<file path="src/scpc_pkg.sv">
// Package: constants and carrier types for the conversion and power-down control
package scpc_pkg;
   // Conversion time, ns, and derived cycles at 25 MHz (40 ns)
   localparam int CONV_TIME_NS = 1000;
   localparam int CLK_PERIOD_NS = 40;
   localparam int CONV_CYCLES = (CONV_TIME_NS + CLK_PERIOD_NS - 1) / CLK_PERIOD_NS;
   localparam int CNT_W = 8;
   // Length of the internal global reset pulse, cycles
   localparam int GRST_CYCLES = 4;
   localparam logic [1:0] PIN_SYNC_RESET = 2'h0;

   typedef enum logic [1:0] {
      SCPC_IDLE = 2'b00,
      SCPC_CONV = 2'b01,
      SCPC_PDN  = 2'b10,
      SCPC_GRST = 2'b11
   } scpc_state_t;

   // Synchronised pin levels
   typedef struct packed {
      logic conversion_start_in;
      logic power_down_in;
      logic io_mode_sel;
   } scpc_pins_t;

   // Status outputs
   typedef struct packed {
      logic busy;
      logic powered_down;
      logic differential_io;
      logic hold;
      logic global_reset;
   } scpc_stat_t;
endpackage

</file>
<file path="src/scpc_pin_sync.sv">
// Three-stage pin synchroniser with agreement filter
`timescale 1ns/1ps
module scpc_pin_sync
   import scpc_pkg::*;
#(
   parameter int W = 3
) (
   input wire logic ref_clk_i,
   input wire logic resetn_i,
   input wire logic [W-1:0] pin_i,
   output logic [W-1:0] level_o
);
   typedef struct packed {
      logic [W-1:0] s1;
      logic [W-1:0] s2;
      logic [W-1:0] s3;
      logic [W-1:0] lvl;
   } scpc_sync_t;

   scpc_sync_t st_r;
   scpc_sync_t st_nxt;

   always_comb begin
      st_nxt = st_r;
      st_nxt.s1 = pin_i;
      st_nxt.s2 = st_r.s1;
      st_nxt.s3 = st_r.s2;
      // Level moves only once stages two and three agree
      for (int i = 0; i < W; i++) begin
         if (st_r.s2[i] == st_r.s3[i]) begin
            st_nxt.lvl[i] = st_r.s3[i];
         end
      end
   end

   always_ff @(posedge ref_clk_i or negedge resetn_i) begin
      if (!resetn_i) begin
         st_r <= '0;
      end else begin
         st_r <= st_nxt;
      end
   end

   assign level_o = st_r.lvl;
endmodule

</file>
<file path="src/scpc_ctrl.sv">
// Conversion sequencing and power-down control, top level
`timescale 1ns/1ps
module scpc_ctrl
   import scpc_pkg::*;
(
   input wire logic ref_clk_i,
   input wire logic resetn_i,
   input wire logic conversion_start_in_i,
   input wire logic power_down_in_i,
   input wire logic io_mode_sel_i,
   output logic busy_o,
   output logic powered_down_o,
   output logic differential_io_o,
   output logic sample_hold_o,
   output logic conv_done_o,
   output logic global_reset_o
);
   // -----------------------------------------------------------------
   // Pin synchronisation
   // -----------------------------------------------------------------
   scpc_pins_t pins;

   scpc_pin_sync #(
      .W(3)
   ) u_sync (
      .ref_clk_i(ref_clk_i),
      .resetn_i(resetn_i),
      .pin_i({conversion_start_in_i, power_down_in_i, io_mode_sel_i}),
      .level_o(pins)
   );

   // -----------------------------------------------------------------
   // State
   // -----------------------------------------------------------------
   typedef struct packed {
      scpc_state_t state;
      logic [CNT_W-1:0] cnt;
      logic cnv_prev;
      logic pd_prev;
      logic pd_armed;
      logic pd_pending;
      scpc_stat_t stat;
      logic done;
   } scpc_ctrl_t;

   scpc_ctrl_t st_r;
   scpc_ctrl_t st_nxt;

   logic cnv_rise;
   logic pd_rise;

   assign cnv_rise = pins.conversion_start_in & ~st_r.cnv_prev;
   assign pd_rise = pins.power_down_in & ~st_r.pd_prev;

   always_comb begin
      st_nxt = st_r;
      st_nxt.cnv_prev = pins.conversion_start_in;
      st_nxt.pd_prev = pins.power_down_in;
      st_nxt.done = 1'b0;
      st_nxt.stat.differential_io = pins.io_mode_sel;
      // Second power-down rise outside a conversion, with no conversion start since the first
      if (pd_rise && st_r.state != SCPC_GRST) begin
         if (st_r.pd_armed && st_r.state != SCPC_CONV) begin
            st_nxt.state = SCPC_GRST;
            st_nxt.cnt = CNT_W'(GRST_CYCLES - 1);
            st_nxt.pd_armed = 1'b0;
         end else begin
            st_nxt.pd_armed = 1'b1;
         end
      end
      unique case (st_r.state)
         SCPC_IDLE: begin
            if (st_nxt.state == SCPC_GRST) begin
               st_nxt.state = SCPC_GRST;
            end else if (pins.power_down_in) begin
               st_nxt.state = SCPC_PDN;
            end else if (cnv_rise) begin
               // One edge samples both channels at once
               st_nxt.state = SCPC_CONV;
               st_nxt.cnt = CNT_W'(CONV_CYCLES - 1);
               st_nxt.pd_armed = 1'b0;
            end
         end
         SCPC_CONV: begin
            if (pd_rise) begin
               st_nxt.pd_pending = 1'b1;
            end
            if (st_r.cnt == '0) begin
               st_nxt.done = 1'b1;
               st_nxt.state = (pins.power_down_in || st_r.pd_pending) ?
                  SCPC_PDN : SCPC_IDLE;
               st_nxt.pd_pending = 1'b0;
            end else begin
               st_nxt.cnt = st_r.cnt - 1'b1;
            end
         end
         SCPC_PDN: begin
            // Start edges are dropped, not queued
            if (st_nxt.state == SCPC_GRST) begin
               st_nxt.state = SCPC_GRST;
            end else if (!pins.power_down_in) begin
               st_nxt.state = SCPC_IDLE;
            end
         end
         SCPC_GRST: begin
            if (st_r.cnt == '0) begin
               st_nxt.state = SCPC_IDLE;
            end else begin
               st_nxt.cnt = st_r.cnt - 1'b1;
            end
            st_nxt.pd_armed = 1'b0;
            st_nxt.pd_pending = 1'b0;
         end
      endcase
      st_nxt.stat.busy = (st_nxt.state == SCPC_CONV);
      st_nxt.stat.hold = (st_nxt.state == SCPC_CONV);
      st_nxt.stat.powered_down = (st_nxt.state == SCPC_PDN);
      st_nxt.stat.global_reset = (st_nxt.state == SCPC_GRST);
   end

   always_ff @(posedge ref_clk_i or negedge resetn_i) begin
      if (!resetn_i) begin
         st_r <= '0;
      end else begin
         st_r <= st_nxt;
      end
   end

   assign busy_o = st_r.stat.busy;
   assign powered_down_o = st_r.stat.powered_down;
   assign differential_io_o = st_r.stat.differential_io;
   assign sample_hold_o = st_r.stat.hold;
   assign conv_done_o = st_r.done;
   assign global_reset_o = st_r.stat.global_reset;
endmodule

</file>
<file path="config.mk">
export PLATFORM = sky130hd
export DESIGN_NAME = scpc_ctrl
export DESIGN_NICKNAME = d
export VERILOG_FILES = /design/src/scpc_pkg.sv /design/src/scpc_pin_sync.sv /design/src/scpc_ctrl.sv
export SDC_FILE = /design/constraint.sdc
export NUM_CORES = 1
export LEC_CHECK = 0
export BUFFER_PORTS_ARGS = -buffer_cell sky130_fd_sc_hd__buf_2
export CORE_MARGIN = 2
export CORE_UTILIZATION = 52
export DETAILED_ROUTE_END_ITERATION = 16
export HOLD_SLACK_MARGIN = 0.12
export PLACE_DENSITY = 0.73
export SLEW_MARGIN = 20
export SYNTH_ARGS = -nofsm -noshare
export SYNTH_HDL_FRONTEND = slang
export SYNTH_HIERARCHICAL = 1
export SYNTH_SLANG_ARGS = --single-unit
</file>
<file path="constraint.sdc">
create_clock -name ref_clk_i -period 1.9 [get_ports ref_clk_i]
set_input_delay 0.095 -clock ref_clk_i [delete_from_list [all_inputs] [get_ports ref_clk_i]]
set_output_delay 0.095 -clock ref_clk_i [all_outputs]
set_load 0.03 [all_outputs]
</file>
=== Yosys cells after proc, flatten, opt, wreduce, memory -nomap -nowiden ===
Cells that the tools add are included.

* Reductions and logical operators: 8
* Add/sub/neg operators: 1
* Eq/ne operators: 13
* Bitwise logic cells: 4
* Mux-type cells: 26

{| class="wikitable"
|+ Operator list
! cell !! count
|-
| $mux W10 || 3
|-
| $mux W8 || 3
|-
| $pmux W8 S2 || 1
|-
| $mux W2 || 7
|-
| $eq A2 B2 Y1 const B || 5
|-
| $mux W1 || 9
|-
| $logic_not A8 Y1 || 1
|-
| $pmux W2 S4 || 1
|-
| $sub A8 B1 Y8 const B || 1
|-
| $eq A2 B1 Y1 const B || 2
|-
| $pmux W1 S2 || 2
|-
| $eq A1 B1 Y1 || 3
|-
| $ne A3 B3 Y1 const B || 1
|-
| $and A1 B1 Y1 || 2
|-
| $logic_and A1 B1 Y1 || 2
|-
| $logic_not A2 Y1 || 1
|-
| $ne A2 B1 Y1 const B || 1
|-
| $ne A2 B2 Y1 const B || 1
|-
| $not A1 Y1 || 2
|-
| $reduce_and A2 Y1 || 1
|-
| $reduce_bool A2 Y1 || 1
|-
| $reduce_or A2 Y1 || 1
|-
| $logic_or A1 B1 Y1 || 1
|}

* Bits in registers: 31
* Output and inout port bits: 6
* Input port bits: 5
* Word-level logic and storage cells: 69

=== Longest topological paths before layout ===
* Word-level depth: 9
* Depth in mapped cells: 7
* Gate-level depth less buffers: 6

=== By module ===
Netlist, hierarchy kept.

{| class="wikitable"
|+ By module, submodules not included
! module !! seq. area each (um^2) !! instances !! cells each !! area each (um^2)
|-
| scpc_ctrl || 475.5 || 1 || 110 || 1103.6
|-
| scpc_pin_sync || 300.3 || 1 || 18 || 356.6
|}

=== Least setup slack after synthesis ===
Ideal clock, no wire load.

* Path type: reg-to-reg
* Start point: register st_r[19] (netlist bit)
* End point: register st_r, in the netlist sample_hold_o
* Period minus slack after synthesis: 1.829 ns
* Path buffers: 0
* Cell stages (with the launch flop): 7
* Required time: 1.780 ns
* Slack: 0.071 ns
* Data arrival time: 1.709 ns
* Setup time: 0.120 ns
* Cells stage by stage: dfrtp_1 inv_1 ha_1 nor2_1 nand3_2 a221o_2 and3_1

{| class="wikitable"
|+ RTL lines
! item !! line !! RTL
|-
| start, declared || scpc_ctrl.sv:46 || <nowiki>scpc_ctrl_t st_r;</nowiki>
|-
| start signal, assigned || scpc_ctrl.sv:125 || <nowiki>st_r <= st_nxt;</nowiki>
|}

==> impl_metrics.yaml <==
place:
  port_buffers: 10
  gp_congestion: 0.942
  post-dp-hpwl_mm: 2.02
  place_area_um2: 1540
power:
  p_seq_share_pct: 36.9
  p_leak_nw: 0.728
  switching_share_pct: 42.5
  p_sw_mw: 1.13
  p_comb_share_pct: 47.8
  peakVddDrop_mv: 1.16
  internal_power_mw: 1.53
  p_total_mw: 2.66
  power.density_nw_per_um2: 1600
  p_clk_share_pct: 15.3
final_layout:
  final_util_pct: 61.2
  regArea_um2: 777
  nets: 158
  syn2layout_area_growth_pct: 13.6
  fillCellCount: 234
  multi_input_area_um2: 628
  postLayoutCellArea_um2: 1660
  diodes: 0
  drive_gt1_share_pct: 27.7
clock_network:
  clk_latency_ps: 350
  cts-root-buf: "clkbuf_4"
  cts_tree: "yes"
  cts.clk_slew.worst_paths_ps: 110
  cts.sinks: 31
  htreeDepth: 2
  clockBufferDepth: 2
  cts_buffers: 5
timing:
  min_period_over_period_pct: 94.5
  clock_skew_ps: 15.6
  hold_violations: 0
  timing.fmax_mhz: 557
  period_needed_ps: 1790
  finalSetupViolCount: 0
  setup_tns_ps: 0
  rsz0062_at_grt: "no"
  relSlewSlack_pct: 55.4
  maxSlewViolCount: 0
  worst_pin_slew_ps: 669
  holdWs_ps: 296
floorplan:
  die_area_um2: 3250
  dieHeight_um: 57.0
  die_x_um: 57.0
  start_util_pct: 53.9
  ioPinCount: 11
  core_um2: 2710
  row_count: 19
setup_path:
  crit_fanout: 7
  cp_num_buf_inv: 1
  cp_top_family: "simple AND/OR/NAND/NOR gates"
  r2r_start: "st_r[19]$_DFF_PN0_"
  cp.arrival_ps: 2040
  path_cells: "inv_1 > ha_1 > nor2_2 > nand3_2 > a221o_2 > and3_1"
  cp.required_ps: 2150
  r2r-end: "sample_hold_o$_DFF_PN0_"
  worstSetupPathType: "flip-flop to flip-flop"
  cp_slowest_cell: "dfrtp_2"
  ff2ff_path_depth: 6
  r2r_setup_slack_ps: 110
  slowest_delay_ps: 440
  cp-start-kind: "flip-flop"
  critPathCaptureType: "flip-flop"
grt:
  grt_pass1_wl_mm: 4.77
  grt-ovfl-total: 0
  grt_max_degree: 32
  grt_antenna_before_repair: 0
  track_usage_pct: 20.2
  grt_pass1_vias: 1044
routing:
  firstDrtPassIters: 4
  via_per_inst: 5.99
  wl_met2_mm: 1.44
  drt-wirelength-per-cell_um: 16.1
  wl_met3_um: 134
  dr_total_vias: 1072
  drt_iter0_markers: 36
  drtAntennaViolNets: 0
  drt-met1-wl_mm: 1.22
  drt_wl_total_mm: 2.88
  routed.top_layer: "met4"
  drc: 0
synth:
  synth_top_flop_cell: "dfrtp_1"
  postSynthAreaPerCell_um2: 11.4
  netlist_instances: 128
  async_flop_share_pct: 100
  ys_ff_latch: 31
  ys.warnings.count: 6
  synth_fp_nets: 139
  synth_edf_count: 0
  syn-cell-area_um2: 1460
  synth_seq_area_share_pct: 53.1
  synthDistinctLibCells: 47
job:
  maxCapViolCount: 0
outcome:
  status: "completed"
min_path:
  hp-class: "primary input to asynchronous set/reset pin"
## cell usage in the layout (no fill, tap or decap), types with 3 or more instances in the layout
cell / netlist / layout
buf_2: 0 / 10
nor3_1: 4 / 4
nand2b_1: 5 / 5
buf_4: 4 / 5
clkbuf_4: 0 / 5
a21oi_1: 6 / 6
maj3_2: 3 / 3
a31oi_1: 3 / 3
inv_1: 7 / 7
ha_1: 6 / 4
nor2_1: 7 / 5
dfrtp_1: 31 / 30
dlygate4sd3_1: 0 / 4
o21ai_0: 6 / 6
## worst max path at each step
stage | start | to | cells after the start
2_1_floorplan | st_r[19]$_DFF_PN0_ | sample_hold_o$_DFF_PN0_ | 6
3_3_place_gp | st_r[10]$_DFF_PN0_ | sample_hold_o$_DFF_PN0_ | 6
3_5_place_dp | st_r[10]$_DFF_PN0_ | sample_hold_o$_DFF_PN0_ | 6
4_1_cts | st_r[10]$_DFF_PN0_ | sample_hold_o$_DFF_PN0_ | 6
5_1_grt | st_r[18]$_DFF_PN0_ | global_reset_o$_DFF_PN0_ | 6
6_report | st_r[19]$_DFF_PN0_ | sample_hold_o$_DFF_PN0_ | 6
## power by group through the flow
stage	sequential (mW)	combinational (mW)	clock, mW
after floorplan	0.996	0.871	0
after global placement	0.977	1.19	0
after detailed placement	0.984	1.22	0
after CTS	0.972	1.23	0.421
after global routing	1.00	1.41	0.445
final	0.980	1.27	0.406
## logic make-up after synthesis
kind of cell / Yosys count / share of synthesized area (%)
AO/OA/AOI/OAI: 38 / 19.3
AND/OR/NAND/NOR: 35 / 14.8
flip-flops: 31 / 53.1
adder cells (fa/ha/maj): 9 / 7.45
XOR/XNOR: 1 / 0.600
buffers and inverters: 14 / 4.71
## through the flow
step | worst slack [ps] | instances
after floorplan | 71.5 | 128
after global placement | 95.2 | 167
after detailed placement | 40.5 | 167
after CTS | 18.6 | 179
after global routing | 28.8 | 179
final | 105 | 179
## what timing repair did
item / CTS / global route
buffers inserted: 0 / 0
hold buffers: 4 / 0
endpoints found under the hold margin: 34 / 0
endpoints found under the setup margin: 0 / 8
gates resized for setup: 0 / 6
## layout make-up
class,instances,share of cell area [%]
Timing Repair Buffer,19,7.69
Inverter,7,1.58
Clock inverter,3,1.43
Sequential cell,31,46.8
Multi-Input combinational cell,83,37.9
Tap cell,31,2.34
Clock buffer,5,2.26
## metal layers
layer | track usage (%) | up-vias
li1 | - | 508
met1 | 22.3 | 521
met2 | 33.2 | 32
met3 | 7.03 | 11
met4 | 13.0 | 0
met5 | 0 | -
## synthesized netlist by cell type (2+ instances only)
cell type | n | area, um2
ha_1 | 6 | 75.1
clkbuf_1 | 2 | 7.51
nor2_1 | 7 | 26.3
o21a_1 | 2 | 15.0
a2bb2oi_1 | 2 | 17.5
inv_1 | 7 | 26.3
buf_4 | 4 | 30.0
a21o_1 | 2 | 15.0
or3b_2 | 2 | 17.5
o21ai_0 | 6 | 30.0
nand2_1 | 2 | 7.51
nor3_1 | 4 | 20.0
a31oi_1 | 3 | 18.8
nor4_1 | 2 | 12.5
nand2b_1 | 5 | 31.3
nor4b_1 | 2 | 17.5
a21oi_1 | 6 | 30.0
nand4_1 | 2 | 12.5
o221ai_1 | 2 | 17.5
dfrtp_1 | 31 | 776
maj3_2 | 3 | 33.8
## flip-flops by register name (all words and copies together), names as in the netlist
name	flops
conv_done_o	1
global_reset_o	1
sample_hold_o	1
u_sync/level_o	3
differential_io_o	1
u_sync/st_nxt	6
powered_down_o	1
st_r	14
u_sync/st_r	3
Power figures use the tool's default switching activity.
